File: src/design/serial_port_cfg.svh
`ifndef SERIAL_PORT_CFG_SVH
`define SERIAL_PORT_CFG_SVH

// ----------------------------------------
// Word and header layout
// ----------------------------------------
`define WORD_W          24
`define HDR_BITS        5'h05
`define MIN_WRITE_BITS  5'h04
`define FULL_WORD_BITS  5'h18
`define ADDR_LO         4'h1
`define ADDR_HI         4'h7
`define PWR_ADDR        4'h5
`define AUDIO_ADDR      4'h6

// ----------------------------------------
// Field positions
// ----------------------------------------
`define RO_LSB          12
`define BATT_MSB        23
`define BATT_LSB        18
`define SIGNAL_STRENGTH_LEVEL_MSB        17
`define SIGNAL_STRENGTH_LEVEL_LSB        12
`define REF_OSC_BIT     0
`define TX_PLL_BIT      1
`define RX_PLL_BIT      2
`define LO2_BIT         3
`define SPKR_BIT        4
`define RX_AUDIO_BIT    5
`define TX_AUDIO_BIT    6
`define ADC_BIT         7
`define SLICER_BIT      8
`define MCU_CLK_BIT     7

// ----------------------------------------
// Reset values
// ----------------------------------------
`define TX_DIV_RESET    24'h080040
`define OTHER_RESET     24'h000000

`endif

File: src/design/serial_port_pkg.sv
package serial_port_pkg;

  typedef logic [23:0] word_type;

  typedef enum logic [2:0] {
    ST_IDLE,
    ST_HEADER,
    ST_WRITE,
    ST_READ,
    ST_END
  } port_state_type;

endpackage

File: src/design/pin_events_if.sv
interface pin_events_if;
  logic sclk_rise;
  logic en_rise;
  logic en_fall;
  logic data_level;

  modport syncer (
    output sclk_rise,
    output en_rise,
    output en_fall,
    output data_level
  );

  modport engine (
    input sclk_rise,
    input en_rise,
    input en_fall,
    input data_level
  );
endinterface

File: src/design/pin_sync.sv
module pin_sync (
  // Clock and reset
  input  wire logic       clk,
  input  wire logic       reset_n,
  // Raw pins: 0 serial clock, 1 enable, 2 data
  input  wire logic [2:0] pins_raw,
  // Filtered events
  pin_events_if.syncer    ev
);

  logic [2:0] s1_reg;
  logic [2:0] s2_reg;
  logic [2:0] s3_reg;
  logic [2:0] level_reg;
  logic [2:0] rise_reg;
  logic [2:0] fall_reg;

  // ----------------------------------------
  // Three-stage sampling, change taken when stages two and three agree
  // ----------------------------------------
  genvar i;
  generate
    for (i = 0; i < 3; i = i + 1) begin : g_pin
      always_ff @(posedge clk) begin
        if (!reset_n) begin
          s1_reg[i]    <= 1'b0;
          s2_reg[i]    <= 1'b0;
          s3_reg[i]    <= 1'b0;
          level_reg[i] <= 1'b0;
          rise_reg[i]  <= 1'b0;
          fall_reg[i]  <= 1'b0;
        end else begin
          s1_reg[i]    <= pins_raw[i];
          s2_reg[i]    <= s1_reg[i];
          s3_reg[i]    <= s2_reg[i];
          rise_reg[i]  <= (s2_reg[i] == s3_reg[i]) && s2_reg[i] && !level_reg[i];
          fall_reg[i]  <= (s2_reg[i] == s3_reg[i]) && !s2_reg[i] && level_reg[i];
          if (s2_reg[i] == s3_reg[i]) begin
            level_reg[i] <= s2_reg[i];
          end
        end
      end
    end
  endgenerate

  assign ev.sclk_rise  = rise_reg[0];
  assign ev.en_rise    = rise_reg[1];
  assign ev.en_fall    = fall_reg[1];
  assign ev.data_level = level_reg[2];

endmodule

File: src/design/serial_port.sv
// How it works
// - Four address bits follow, MSB first; only addresses one to seven are valid.
// - Enable falling after header latches address and loads 24-bit output shifter.
// - First serial clock rise with enable low turns data pin to output, MSB.
// - Twenty-four rising edges shift the word out MSB first, LSB last.
// - Enable pulse after last bit; its falling edge returns data pin to input.
// - Register five read returns measurement bits in positions 23 down to 12.
// - Each power-down bit disables its section when one, enables when zero.
// - Register five bit zero stops the reference oscillator; other variant ignores it.
// - Register five bit one disables the transmit PLL.
// - Register five bit two disables the receive PLL.
// - Register five bit three disables the second local oscillator loop.
// - Register five bit four disables both speaker amplifiers.
// - Bit five disables receive audio; bit six disables transmit audio.
// - Register five bit seven disables both measurement converters.
// - Register five bit eight disables the data slicer, floating its output.
// - Register six bit seven disables microcontroller clock output; variant keeps it running.
// - Reference counter is off whenever all three PLL disable bits are set.
// - Every serial bit moves on the rising serial clock edge.
// - Header starting with zero is a write; enable pulse latches the data.
// - Register five bits 23 to 12 are read-only; others read and write.
`include "serial_port_cfg.svh"

module serial_port #(
  parameter bit HAS_GATING_OPTIONS = 1'b1
) (
  // Clock and reset
  input  wire logic        CLK,
  input  wire logic        RESET_N,
  // Serial port pins
  input  wire logic        SCLK,
  input  wire logic        ENABLE,
  input  wire logic        DATA_IN,
  output logic             DATA_OUT,
  output logic             DATA_OE_N,
  // Measurement results
  input  wire logic [5:0]  BATTERY_LEVEL,
  input  wire logic [5:0]  SIGNAL_STRENGTH_LEVEL,
  // Register contents for the analog sections
  output logic [23:0]      TX_SYNTH_DIVIDER,
  output logic [23:0]      RX_SYNTH_DIVIDER,
  output logic [23:0]      SECOND_OSC_DIVIDER,
  output logic [23:0]      REFERENCE_AND_FILTER_DIVIDER,
  output logic [11:0]      POWER_DOWN_CONTROL,
  output logic [23:0]      AUDIO_PATH_CONTROL,
  output logic [23:0]      GAIN_AND_VOLUME,
  // Section disables, high turns the section off
  output logic             REF_OSC_OFF,
  output logic             TX_PLL_OFF,
  output logic             RX_PLL_OFF,
  output logic             SECOND_LOCAL_OSC_OFF,
  output logic             SPEAKER_AMP_OFF,
  output logic             RX_AUDIO_OFF,
  output logic             TX_AUDIO_OFF,
  output logic             LEVEL_ADC_OFF,
  output logic             SLICER_OFF,
  output logic             MCU_CLOCK_OFF,
  output logic             REF_COUNTER_OFF
);

  // ----------------------------------------
  // Pin conditioning
  // ----------------------------------------
  pin_events_if ev ();

  pin_sync u_sync (
    .clk      (CLK),
    .reset_n  (RESET_N),
    .pins_raw ({DATA_IN, ENABLE, SCLK}),
    .ev       (ev.syncer)
  );

  // ----------------------------------------
  // State
  // ----------------------------------------
  serial_port_pkg::port_state_type state_reg;
  serial_port_pkg::word_type       regs_reg [1:7];
  serial_port_pkg::word_type       out_shift_reg;
  serial_port_pkg::word_type       in_shift_reg;
  serial_port_pkg::word_type       write_next;
  logic [4:0]                      hdr_reg;
  logic [4:0]                      count_reg;
  logic                            is_read_reg;
  logic [3:0]                      addr_reg;
  logic                            oe_n_reg;
  logic [11:0]                     pwr_next;

  // ----------------------------------------
  // Helpers
  // ----------------------------------------
  // address range check
  function automatic logic addr_valid(input logic [3:0] a);
    addr_valid = (a >= `ADDR_LO) && (a <= `ADDR_HI);
  endfunction

  function automatic serial_port_pkg::word_type low_mask(input logic [4:0] n);
    serial_port_pkg::word_type m;
    m = '0;
    for (int k = 0; k < `WORD_W; k++) begin
      if (k < int'(n)) begin
        m[k] = 1'b1;
      end
    end
    low_mask = m;
  endfunction

  function automatic serial_port_pkg::word_type read_word(
    input logic [3:0]               a,
    input serial_port_pkg::word_type r5,
    input serial_port_pkg::word_type rv
  );
    if (!addr_valid(a)) begin
      read_word = '0;
    end else if (a == `PWR_ADDR) begin
      read_word = {BATTERY_LEVEL, SIGNAL_STRENGTH_LEVEL, r5[`RO_LSB-1:0]};
    end else begin
      read_word = rv;
    end
  endfunction

  // Entered bits replace only the low-order bits that were clocked in
  always_comb begin
    write_next = (regs_reg[addr_reg[2:0]] & ~low_mask(count_reg))
               | (in_shift_reg & low_mask(count_reg));
    if (addr_reg == `PWR_ADDR) begin
      write_next[`WORD_W-1:`RO_LSB] = regs_reg[5][`WORD_W-1:`RO_LSB];
    end
  end

  // ----------------------------------------
  // Transfer sequencing
  // ----------------------------------------
  always_ff @(posedge CLK) begin
    if (!RESET_N) begin
      state_reg   <= serial_port_pkg::ST_IDLE;
      hdr_reg     <= 5'h00;
      count_reg   <= 5'h00;
      is_read_reg <= 1'b0;
      addr_reg    <= 4'h0;
    end else begin
      unique case (state_reg)
        serial_port_pkg::ST_IDLE: begin
          if (ev.en_rise) begin
            state_reg <= serial_port_pkg::ST_HEADER;
            count_reg <= 5'h00;
          end
        end
        serial_port_pkg::ST_HEADER: begin
          // header bits taken on clock rise
          if (ev.sclk_rise) begin
            hdr_reg <= {hdr_reg[3:0], ev.data_level};
            if (count_reg < `HDR_BITS) begin
              count_reg <= count_reg + 5'h01;
            end
          end
          if (ev.en_fall) begin
            count_reg   <= 5'h00;
            is_read_reg <= hdr_reg[4];
            addr_reg    <= hdr_reg[3:0];
            if (count_reg < `HDR_BITS) begin
              state_reg <= serial_port_pkg::ST_IDLE;
            end else if (hdr_reg[4]) begin
              state_reg <= serial_port_pkg::ST_READ;
            end else begin
              state_reg <= serial_port_pkg::ST_WRITE;
            end
          end
        end
        serial_port_pkg::ST_WRITE, serial_port_pkg::ST_READ: begin
          if (ev.sclk_rise && count_reg < `FULL_WORD_BITS) begin
            count_reg <= count_reg + 5'h01;
          end
          if (ev.en_rise) begin
            state_reg <= serial_port_pkg::ST_END;
          end
        end
        serial_port_pkg::ST_END: begin
          if (ev.en_fall) begin
            state_reg <= serial_port_pkg::ST_IDLE;
          end
        end
      endcase
    end
  end

  // ----------------------------------------
  // Write data shifter
  // ----------------------------------------
  always_ff @(posedge CLK) begin
    if (!RESET_N) begin
      in_shift_reg <= '0;
    end else if (state_reg == serial_port_pkg::ST_HEADER) begin
      in_shift_reg <= '0;
    end else if (state_reg == serial_port_pkg::ST_WRITE && ev.sclk_rise) begin
      // data bits taken on clock rise
      in_shift_reg <= {in_shift_reg[`WORD_W-2:0], ev.data_level};
    end
  end

  // ----------------------------------------
  // Register file
  // ----------------------------------------
  always_ff @(posedge CLK) begin
    if (!RESET_N) begin
      regs_reg[1] <= `TX_DIV_RESET;
      for (int k = 2; k <= 7; k++) begin
        regs_reg[k] <= `OTHER_RESET;
      end
    end else if (state_reg == serial_port_pkg::ST_END && ev.en_fall && !is_read_reg
                 && addr_valid(addr_reg) && count_reg >= `MIN_WRITE_BITS) begin
      // data latched at the closing enable fall
      regs_reg[addr_reg[2:0]] <= write_next;
    end
  end

  // ----------------------------------------
  // Read shifter and data pin drive
  // ----------------------------------------
  always_ff @(posedge CLK) begin
    if (!RESET_N) begin
      out_shift_reg <= '0;
    end else if (state_reg == serial_port_pkg::ST_HEADER && ev.en_fall) begin
      // measurement bits merged for register five
      out_shift_reg <= read_word(hdr_reg[3:0], regs_reg[5], regs_reg[hdr_reg[2:0]]);
    end else if (state_reg == serial_port_pkg::ST_READ && ev.sclk_rise && !oe_n_reg
                 && count_reg < `FULL_WORD_BITS) begin
      // next bit on each later rise, MSB first
      out_shift_reg <= {out_shift_reg[`WORD_W-2:0], 1'b0};
    end
  end

  always_ff @(posedge CLK) begin
    if (!RESET_N) begin
      oe_n_reg <= 1'b1;
    end else if (state_reg == serial_port_pkg::ST_READ && ev.sclk_rise) begin
      // first rise turns pin to output
      oe_n_reg <= 1'b0;
    end else if (state_reg == serial_port_pkg::ST_END && ev.en_fall) begin
      oe_n_reg <= 1'b1;
    end else if (state_reg == serial_port_pkg::ST_IDLE) begin
      oe_n_reg <= 1'b1;
    end
  end

  assign DATA_OUT  = out_shift_reg[`WORD_W-1];
  assign DATA_OE_N = oe_n_reg;

  // ----------------------------------------
  // Register contents out
  // ----------------------------------------
  assign TX_SYNTH_DIVIDER             = regs_reg[1];
  assign RX_SYNTH_DIVIDER             = regs_reg[2];
  assign SECOND_OSC_DIVIDER           = regs_reg[3];
  assign REFERENCE_AND_FILTER_DIVIDER = regs_reg[4];
  assign POWER_DOWN_CONTROL           = regs_reg[5][`RO_LSB-1:0];
  assign AUDIO_PATH_CONTROL           = regs_reg[6];
  assign GAIN_AND_VOLUME              = regs_reg[7];

  // ----------------------------------------
  // Section power gating
  // ----------------------------------------
  assign pwr_next = regs_reg[5][`RO_LSB-1:0];

  always_ff @(posedge CLK) begin
    if (!RESET_N) begin
      REF_OSC_OFF          <= 1'b0;
      TX_PLL_OFF           <= 1'b0;
      RX_PLL_OFF           <= 1'b0;
      SECOND_LOCAL_OSC_OFF <= 1'b0;
      SPEAKER_AMP_OFF      <= 1'b0;
      RX_AUDIO_OFF         <= 1'b0;
      TX_AUDIO_OFF         <= 1'b0;
      LEVEL_ADC_OFF        <= 1'b0;
      SLICER_OFF           <= 1'b0;
      MCU_CLOCK_OFF        <= 1'b0;
      REF_COUNTER_OFF      <= 1'b0;
    end else begin
      // oscillator stop only on the gated variant
      REF_OSC_OFF          <= HAS_GATING_OPTIONS && pwr_next[`REF_OSC_BIT];
      TX_PLL_OFF           <= pwr_next[`TX_PLL_BIT];
      RX_PLL_OFF           <= pwr_next[`RX_PLL_BIT];
      SECOND_LOCAL_OSC_OFF <= pwr_next[`LO2_BIT];
      SPEAKER_AMP_OFF      <= pwr_next[`SPKR_BIT];
      RX_AUDIO_OFF         <= pwr_next[`RX_AUDIO_BIT];
      TX_AUDIO_OFF         <= pwr_next[`TX_AUDIO_BIT];
      LEVEL_ADC_OFF        <= pwr_next[`ADC_BIT];
      SLICER_OFF           <= pwr_next[`SLICER_BIT];
      // clock output off on the gated variant only
      MCU_CLOCK_OFF        <= HAS_GATING_OPTIONS && regs_reg[6][`MCU_CLK_BIT];
      // reference counter off with all loops off
      REF_COUNTER_OFF      <= pwr_next[`TX_PLL_BIT] && pwr_next[`RX_PLL_BIT]
                              && pwr_next[`LO2_BIT];
    end
  end

endmodule

File: config.mk
export PLATFORM = sky130hd
export DESIGN_NAME = serial_port
export DESIGN_NICKNAME = d
export VERILOG_FILES = /design/src/design/serial_port_pkg.sv /design/src/design/pin_events_if.sv /design/src/design/pin_sync.sv /design/src/design/serial_port.sv
export VERILOG_INCLUDE_DIRS = /design/src /design/src/design
export SDC_FILE = /design/constraint.sdc
export NUM_CORES = 1
export LEC_CHECK = 0
export BUFFER_PORTS_ARGS = -buffer_cell sky130_fd_sc_hd__buf_2
export CAP_MARGIN = 20
export CORE_MARGIN = 4
export CORE_UTILIZATION = 35
export CTS_CLUSTER_SIZE = 25
export DETAILED_ROUTE_END_ITERATION = 10
export PLACE_DENSITY = 0.55
export SETUP_SLACK_MARGIN = 0.15
export SYNTH_ARGS = -nofsm -noshare
export SYNTH_HDL_FRONTEND = slang
export SYNTH_SLANG_ARGS = --single-unit
export TNS_END_PERCENT = 5
File: constraint.sdc
create_clock -name CLK -period 2.5 [get_ports CLK]
set_clock_uncertainty 0.15 [all_clocks]
set_input_delay 0.375 -clock CLK [delete_from_list [all_inputs] [get_ports CLK]]
set_output_delay 0.375 -clock CLK [all_outputs]
set_load 0.05 [all_outputs]
==> results.md, run 1 <==
* Clock latency at the later pin of the worst-skew pair at approximately 0.53 ns
* Final Net Count at 1613
* Share of layout cells above drive strength 1 at 0.2511
* Crit Reg-Reg Endpoint: regs_reg[1][1]
* Endpoint of the worst hold-timing path: out_shift_reg[13]
* Clock tree from TritonCTS: done
* Clock power frac at 0.451
* Wire length of the first global-routing pass at around 80000 µm
* H-tree levels at 2
* Inserted Clock Buffers at 34
* Clock-pin transition on the worst setup and hold timing paths at 0.06 ns
* Worst setup SP type: register
* Post-CTS Setup Inserts at 0
* Area fraction in compound gates after synthesis at 0.1501
* Number of cells in the design after placement at about 2100
* Number of enable flip-flop cells after synthesis at 192
* Total leakage power at approximately 6.6 nW
* Part of the total power dissipated in sequential elements at 0.474
* Core ar. at slightly above 40000 µm²
* Data arrival time of the critical path at around 2.4 ns
* Hold Startpoint: SIGNAL_STRENGTH_LEVEL[1]
* Switching part of the total power at 0.2470
* Highest ir drop seen on vdd at about 0.44 mV
* Reg2reg start: count_reg[2]
* Root cell of the clock tree: sky130_fd_sc_hd__clkbuf_16
* Average footprint of a synthesized cell at 10.77 µm²
* Via Count at approximately 12000
* Post-synthesis xor/xnor area fraction at 0
* Antenna violations before repair at 0
* PnR Total Power at roughly 0.011 W
* Routed length per instance at between 20 and 25 µm
* Std cell rows at 74
* GRT Util Overall at 0.2326
* Max Buffers Root-to-Sink at 3
* Sum of negative setup slack at 0 ns
* Multiplexer share of the synthesized area at 0.1474
* Half-perimeter wire length after detailed placement at about 38000 µm
* Die footprint at roughly 44000 µm²
* Maximum achievable frequency at between 0.4 and 0.5 GHz
* Layout area overhead at 24.98%
* Via count normalized by instance count at roughly 5.6
* Sequential Area at 7755 µm²
* TritonRoute pass-1 iters at 5
* Final setup violating endpoints at 0
* Status: completed
* Hold Fails Final Rpt at 0
* Least-Margin Pin Slew at roughly 0.9 ns
* Hold-critical path depth at 4
* Number of diodes at 0
* Count of buffers from port buffering at around 190
* Kind of capture point of the worst setup path: register
* Die H at 210.7 µm
* Fill count at just under 4000
* Post-synthesis share of cell area spent on full adders, half adders and majority gates at 0.004349
* Combinational power share at 0.075
* Die boundary width at around 210 µm
* Number of maximum-capacitance constraint violations at 0
* Post-synthesis share of cell area spent on and, or, nand and nor gates at 0.1172
* Warnings from Yosys at 0
* I/O pin cnt at approximately 190
* Aggregate global routing overflow at 0
* Max-slew violations at 0
* Number of global-route vias before repair at between 10000 and 15000
* Worst-case reg-to-reg path depth at 6
* Share of the clock period used by the worst path at 0.9319
* FFs w/ async S/R, synth at 0
* Slack of the worst reg-to-reg path at around 0.17 ns
* DRC violation total after the first TritonRoute iteration at about 1200
* Maximum fanout count along the critical path at 8
* Number of nets with antenna violations after routing at 0
* Top flip-flop cell by instance count after synthesis: sky130_fd_sc_hd__edfxtp_1
* Worst slew margin relative to its limit at 0.3917
* Flip-flop count of the largest register after layout at roughly 190
* Combinational family with the most area after synthesis: compound AO/OA/AOI/OAI gates
* Path class of the lowest-slack min-delay path: input port to register
* Pin count of the biggest net entering global routing at between 50 and 60
* Kind of critical path: register to register
* Starting Density at 0.3531
* TritonCTS sink count at between 200 and 300
* Area used by multi-input combinational logic at about 6200 µm²
* Yosys top cell area share at 0.4008
* Top area cells in the synthesized netlist: sky130_fd_sc_hd__edfxtp_1, sky130_fd_sc_hd__dfxtp_1, sky130_fd_sc_hd__mux2i_1, sky130_fd_sc_hd__a21oi_1, sky130_fd_sc_hd__nor2_1
* WP data required at ~2.6 ns
* Switching power of the nets at roughly 0.0028 W
* DRT Wirelength at roughly 54000 µm
* Routability congestion estimate from global placement at about 0.86
* Synthesized instance count at 1335
* Register area share after synthesis at 0.5386
* PwrDens at 632.8 nW/µm²
* Fin cells at between 2000 and 2500
* Post-Syn Area at 14380 µm²
* Unrepaired setup endpoints after global routing: true
* Crit path setup slack, layout at 0.1703 ns
* Final worst path period need at 2.330 ns
* Worst setup timing slack at the placement stage at 0.1037 ns
* FF+latch count, synth at between 200 and 300
* Internal power summed over all cells at ~0.0086 W
* Distinct cell type count after synthesis at 70
* Final routed DRC violation total at 0
* Biggest area consumer among synthesized cells: sky130_fd_sc_hd__edfxtp_1
[metrics by stage]
step	hold slack (ns)	instance area, µm²	util
floorplan	0.2397	14500	-
global placement	0.2522	16790	0.4121
detailed placement	0.2677	16790	0.4121
CTS	0.1362	17970	0.4412
global route	0.1522	17980	0.4413
finish	0.1483	17980	0.4413
[power by group through the flow]
stage / clock network (W) / logic (W) / registers, W
6_report: 0.00514 / 0.000849 / 0.00539
5_1_grt: 0.00542 / 0.000895 / 0.00540
3_5_place_dp: 0 / 0.000845 / 0.00549
3_3_place_gp: 0 / 0.000839 / 0.00549
4_1_cts: 0.00521 / 0.000851 / 0.00539
2_1_floorplan: 0 / 0.000268 / 0.00574
[layout by cell type (no fill, tap or decap), drive strengths merged, types with 4 or more instances in the layout]
cell type	count
a21boi	6
a21o	5
a21oi	120
a22oi	28
a31oi	9
and2	22
and3	8
buf	313
clkbuf	47
clkinv	9
conb	24
dfxtp	99
edfxtp	192
ha	5
inv	21
mux2	7
mux2i	195
mux4	4
nand2	92
nand2b	31
nand3	7
nand4	4
nand4bb	4
nor2	106
nor2b	8
nor3	42
o21a	4
o21ai	58
o22ai	61
o311ai	23
or2	4
[timing repair]
action	CTS	global route
resized for setup	0	1
hold buffers	3	0
hold endpoints to repair	3	0
endpoints found under the setup margin	0	16
[cell families after synthesis]
family / after synthesis
adder cells (fa/ha/maj): 5
AO/OA/AOI/OAI: 347
multiplexers: 206
flip-flops: 291
AND/OR/NAND/NOR: 346
other: 1
buffers and inverters: 139
[area by class of cell]
| class | count | area share |
|---|---|---|
| clock buffer | 47 | 0.05477 |
| multi-input combinational | 928 | 0.3440 |
| timing repair buffer | 316 | 0.1192 |
| inverter | 20 | 0.004176 |
| clock inverter | 15 | 0.009465 |
| tap | 532 | 0.03703 |
| sequential | 291 | 0.4314 |
[how the worst max path moves through the flow]
| stage | startpoint | to | slack (ns) |
|---|---|---|---|
| detailed placement | RESET_N | regs_reg[7][17] | 0.10 |
| floorplan | RESET_N | regs_reg[3][0] | 0.07 |
| finish | count_reg[2] | regs_reg[1][1] | 0.17 |
| CTS | hdr_reg[2] | out_shift_reg[8] | 0.18 |
| global route | u_sync.ev.en_fall | regs_reg[4][14] | 0.07 |
| global placement | RESET_N | regs_reg[7][17] | 0.12 |
[cells in the mapped netlist, drive strengths merged, types with 5 or more instances]
| master | count |
|---|---|
| nand3 | 7 |
| a31oi | 9 |
| mux2i | 195 |
| o21ai | 58 |
| o311ai | 23 |
| mux2 | 7 |
| a21boi | 6 |
| and2 | 22 |
| inv | 19 |
| nand2b | 31 |
| nand2 | 92 |
| nor2 | 106 |
| dfxtp | 99 |
| ha | 5 |
| nor2b | 8 |
| o22ai | 61 |
| clkbuf | 81 |
| edfxtp | 192 |
| nor3 | 42 |
| buf | 38 |
| and3 | 8 |
| a22oi | 28 |
| a21o | 5 |
| a21oi | 120 |
[worst max-delay path: stages (launching register included)]
cell and delay [ns]:
sky130_fd_sc_hd__dfxtp_1 0.39, sky130_fd_sc_hd__buf_4 0.18, sky130_fd_sc_hd__nor4_1 0.74, sky130_fd_sc_hd__nor2b_1 0.15
sky130_fd_sc_hd__a31oi_1 0.22, sky130_fd_sc_hd__buf_4 0.18, sky130_fd_sc_hd__nor2_1 0.05
[layer usage]
layer,vias to the layer above,global-route usage,wire length (µm)
li1,5474,-,-
met1,5950,0.3188,22910
met2,573,0.3809,24940
met3,89,0.04292,4349
met4,0,0.06483,1484
met5,-,0,0
Note: power is estimated with default switching activity, not from simulation.
==> run 2, diff against run 1 <==
Settings changed: CORE_MARGIN 4 to 5.
==> run 2 against run 1 <==
Net effect: sequential cell count is the same; power fell by 1.3%; utilization increased by 0.22 points; first-iteration DRC count down 12%; non-clock buffer count rose by 14; largest cell class unchanged.
==> results.md, run 2 (synthesized netlist as in run 1, its figures left out) <==
* Final setup violating endpoints at 0
* Detailed-routing wirelength on met1 at ~23000 µm
* CP max stage delay at 0.72 ns
* Clock latency at the later pin of the worst-skew pair at about 0.53 ns
* Die boundary width at 212.7 µm
* Final instance area at 18070 µm²
* Slowest cell on crit path: sky130_fd_sc_hd__nor4_1
* I/O pin cnt at 186
* Kind of capture point of the worst setup path: register
* DRT Wirelength at about 55000 µm
* Worst-path cell chain: buf_4, nor4_1, nor2b_1, a31oi_1, buf_4, nor2_1
* Placed Area at roughly 17000 µm²
* Number of maximum-capacitance constraint violations at 0
* Routed length per instance at ~26 µm
* Sum of negative setup slack at 0 ns
* Most common cell after layout, fill and taps aside: sky130_fd_sc_hd__mux2i_1
* Sum of met2 wire segment lengths after detailed routing at between 20000 and 30000 µm
* Worst setup timing slack at the placement stage at -0.05646 ns
* Data arrival time of the critical path at 2.45 ns
* Std cell rows at 74
* Layout Utilization at 0.4435
* Highest ir drop seen on vdd at 0.3632 mV
* Die footprint at ~45000 µm²
* Top layer reached by signal wires: met4
* Routability congestion estimate from global placement at just over 0.9
* Layout area overhead at 25.60%
* Sequential Area at roughly 7800 µm²
* Commonest cells after routing, fill and taps aside: sky130_fd_sc_hd__mux2i_1, sky130_fd_sc_hd__edfxtp_1, sky130_fd_sc_hd__buf_2, sky130_fd_sc_hd__buf_4, sky130_fd_sc_hd__a21oi_1
* Via Count at roughly 12000
* Area used by multi-input combinational logic at 6213 µm²
* Number of diodes at 0
* Max Buffers Root-to-Sink at 3
* Count of buffers from port buffering at ~190
* Internal power summed over all cells at between 0.008 and 0.009 W
* Clock-pin transition on the worst setup and hold timing paths at roughly 0.06 ns
* Path class of the lowest-slack min-delay path: input port to register
* Switching part of the total power at 0.2495
* Via count normalized by instance count at around 5.7
* Maximum achievable frequency at 0.4288 GHz
* Total leakage power at 6.683 nW
* Switching power of the nets at between 0.002 and 0.003 W
* Part of the total power dissipated in sequential elements at 0.480
* Starting Density at 0.3531
* Worst slew margin relative to its limit at 0.3418
* DRC violation total after the first TritonRoute iteration at between 1000 and 1500
* Worst setup SP type: register
* Max-slew violations at 0
* Core ar. at 40740 µm²
* H-tree levels at 2
* Pin count of the biggest net entering global routing at a little under 60
* Share of layout cells above drive strength 1 at 0.2541
* Hold Fails Final Rpt at 0
* Combinational power share at 0.076
* Cell family contributing the most delay on the critical path: simple AND/OR/NAND/NOR gates
* Final worst path period need at between 2 and 2.5 ns
* Fill count at between 3000 and 4000
* Clock power frac at 0.444
* Number of global-route vias before repair at approximately 12000
* Unrepaired setup endpoints after global routing: true
* WP data required at approximately 2.6 ns
* Crit path setup slack, layout at ~0.17 ns
* Final Net Count at between 1500 and 2000
* Aggregate global routing overflow at 0
* Inserted Clock Buffers at 35
* Flip-flop count of the largest register after layout at ~190
* Routed wl met3 at 4770 µm
* Kind of critical path: register to register
* Least-Margin Pin Slew at slightly below 1 ns
* PwrDens at a little over 600 nW/µm²
* Crit path top cell by count: sky130_fd_sc_hd__buf_4
* Root cell of the clock tree: sky130_fd_sc_hd__clkbuf_16
* Share of the clock period used by the worst path at 0.9328
* Final routed DRC violation total at 0
* Wire length of the first global-routing pass at 79790 µm
* Number of nets with antenna violations after routing at 0
* Clock tree from TritonCTS: done
* Half-perimeter wire length after detailed placement at ~38000 µm
* GRT Util Overall at 0.2370
* TritonRoute pass-1 iters at 5
* Status: completed
* Maximum fanout count along the critical path at 11
* Worst Path Buf+Inv at 2
* TritonCTS sink count at between 200 and 300
* Antenna violations before repair at 2
* Die H at 212.7 µm
==> run 2: what timing repair did <==
item	4_1_cts	5_1_grt
hold buffers	3	0
buffers inserted	0	0
hold endpoints to repair	3	0
resized for setup	2	4
pin swaps	0	1
setup endpoints to repair	2	128
==> run 2: cell type report <==
cell class / instances / share of cell area
inverters: 20 / 0.004155
repair buffers: 330 / 0.1244
clock buffers: 50 / 0.05444
multi-input cells: 928 / 0.3439
well taps: 532 / 0.03684
flip-flops and latches: 291 / 0.4293
clock inverters: 14 / 0.006995
==> run 2: worst register-to-register path, stage by stage, from the launching register on <==
cell and delay (ns):
sky130_fd_sc_hd__dfxtp_1 0.41, sky130_fd_sc_hd__buf_4 0.19, sky130_fd_sc_hd__nor4_1 0.72, sky130_fd_sc_hd__nor2b_1 0.17
sky130_fd_sc_hd__a31oi_1 0.18, sky130_fd_sc_hd__buf_4 0.18, sky130_fd_sc_hd__nor2_1 0.07
==> run 2: power by group through the flow <==
stage	clock network, W	logic (W)	registers, W
global route	0.00526	0.000895	0.00540
global placement	0	0.000843	0.00549
floorplan	0	0.000268	0.00574
CTS	0.00506	0.000855	0.00538
finish	0.00499	0.000853	0.00539
detailed placement	0	0.000850	0.00548
==> run 2: final timing paths <==
| path | startpoint | endpoint | slack [ns] | depth (start not counted) |
|---|---|---|---|---|
| worst max-delay path | count_reg[1] | regs_reg[4][1] | 0.17 | 6 |
| worst min-delay path | SIGNAL_STRENGTH_LEVEL[3] | out_shift_reg[15] | 0.16 | 4 |
| worst max register to register | count_reg[1] | regs_reg[4][1] | 0.17 | 6 |
| worst min register to register | u_sync.level_reg[0] | u_sync.ev.sclk_rise | 0.25 | 1 |
==> run 2: through the flow <==
stage,hold WS [ns],power (W),cells
finish,0.1612,0.01123,2165
global route,0.1717,0.01155,2165
CTS,0.1324,0.01130,2165
detailed placement,0.2504,0.006335,2098
global placement,0.2517,0.006328,2098
floorplan,0.2397,0.006009,1358
==> run 2: metal layers <==
metal,vias to the layer above,global-route usage
met5,-,0
met1,6161,0.3243
met3,88,0.03541
met2,639,0.3917
li1,5516,-
met4,0,0.07283
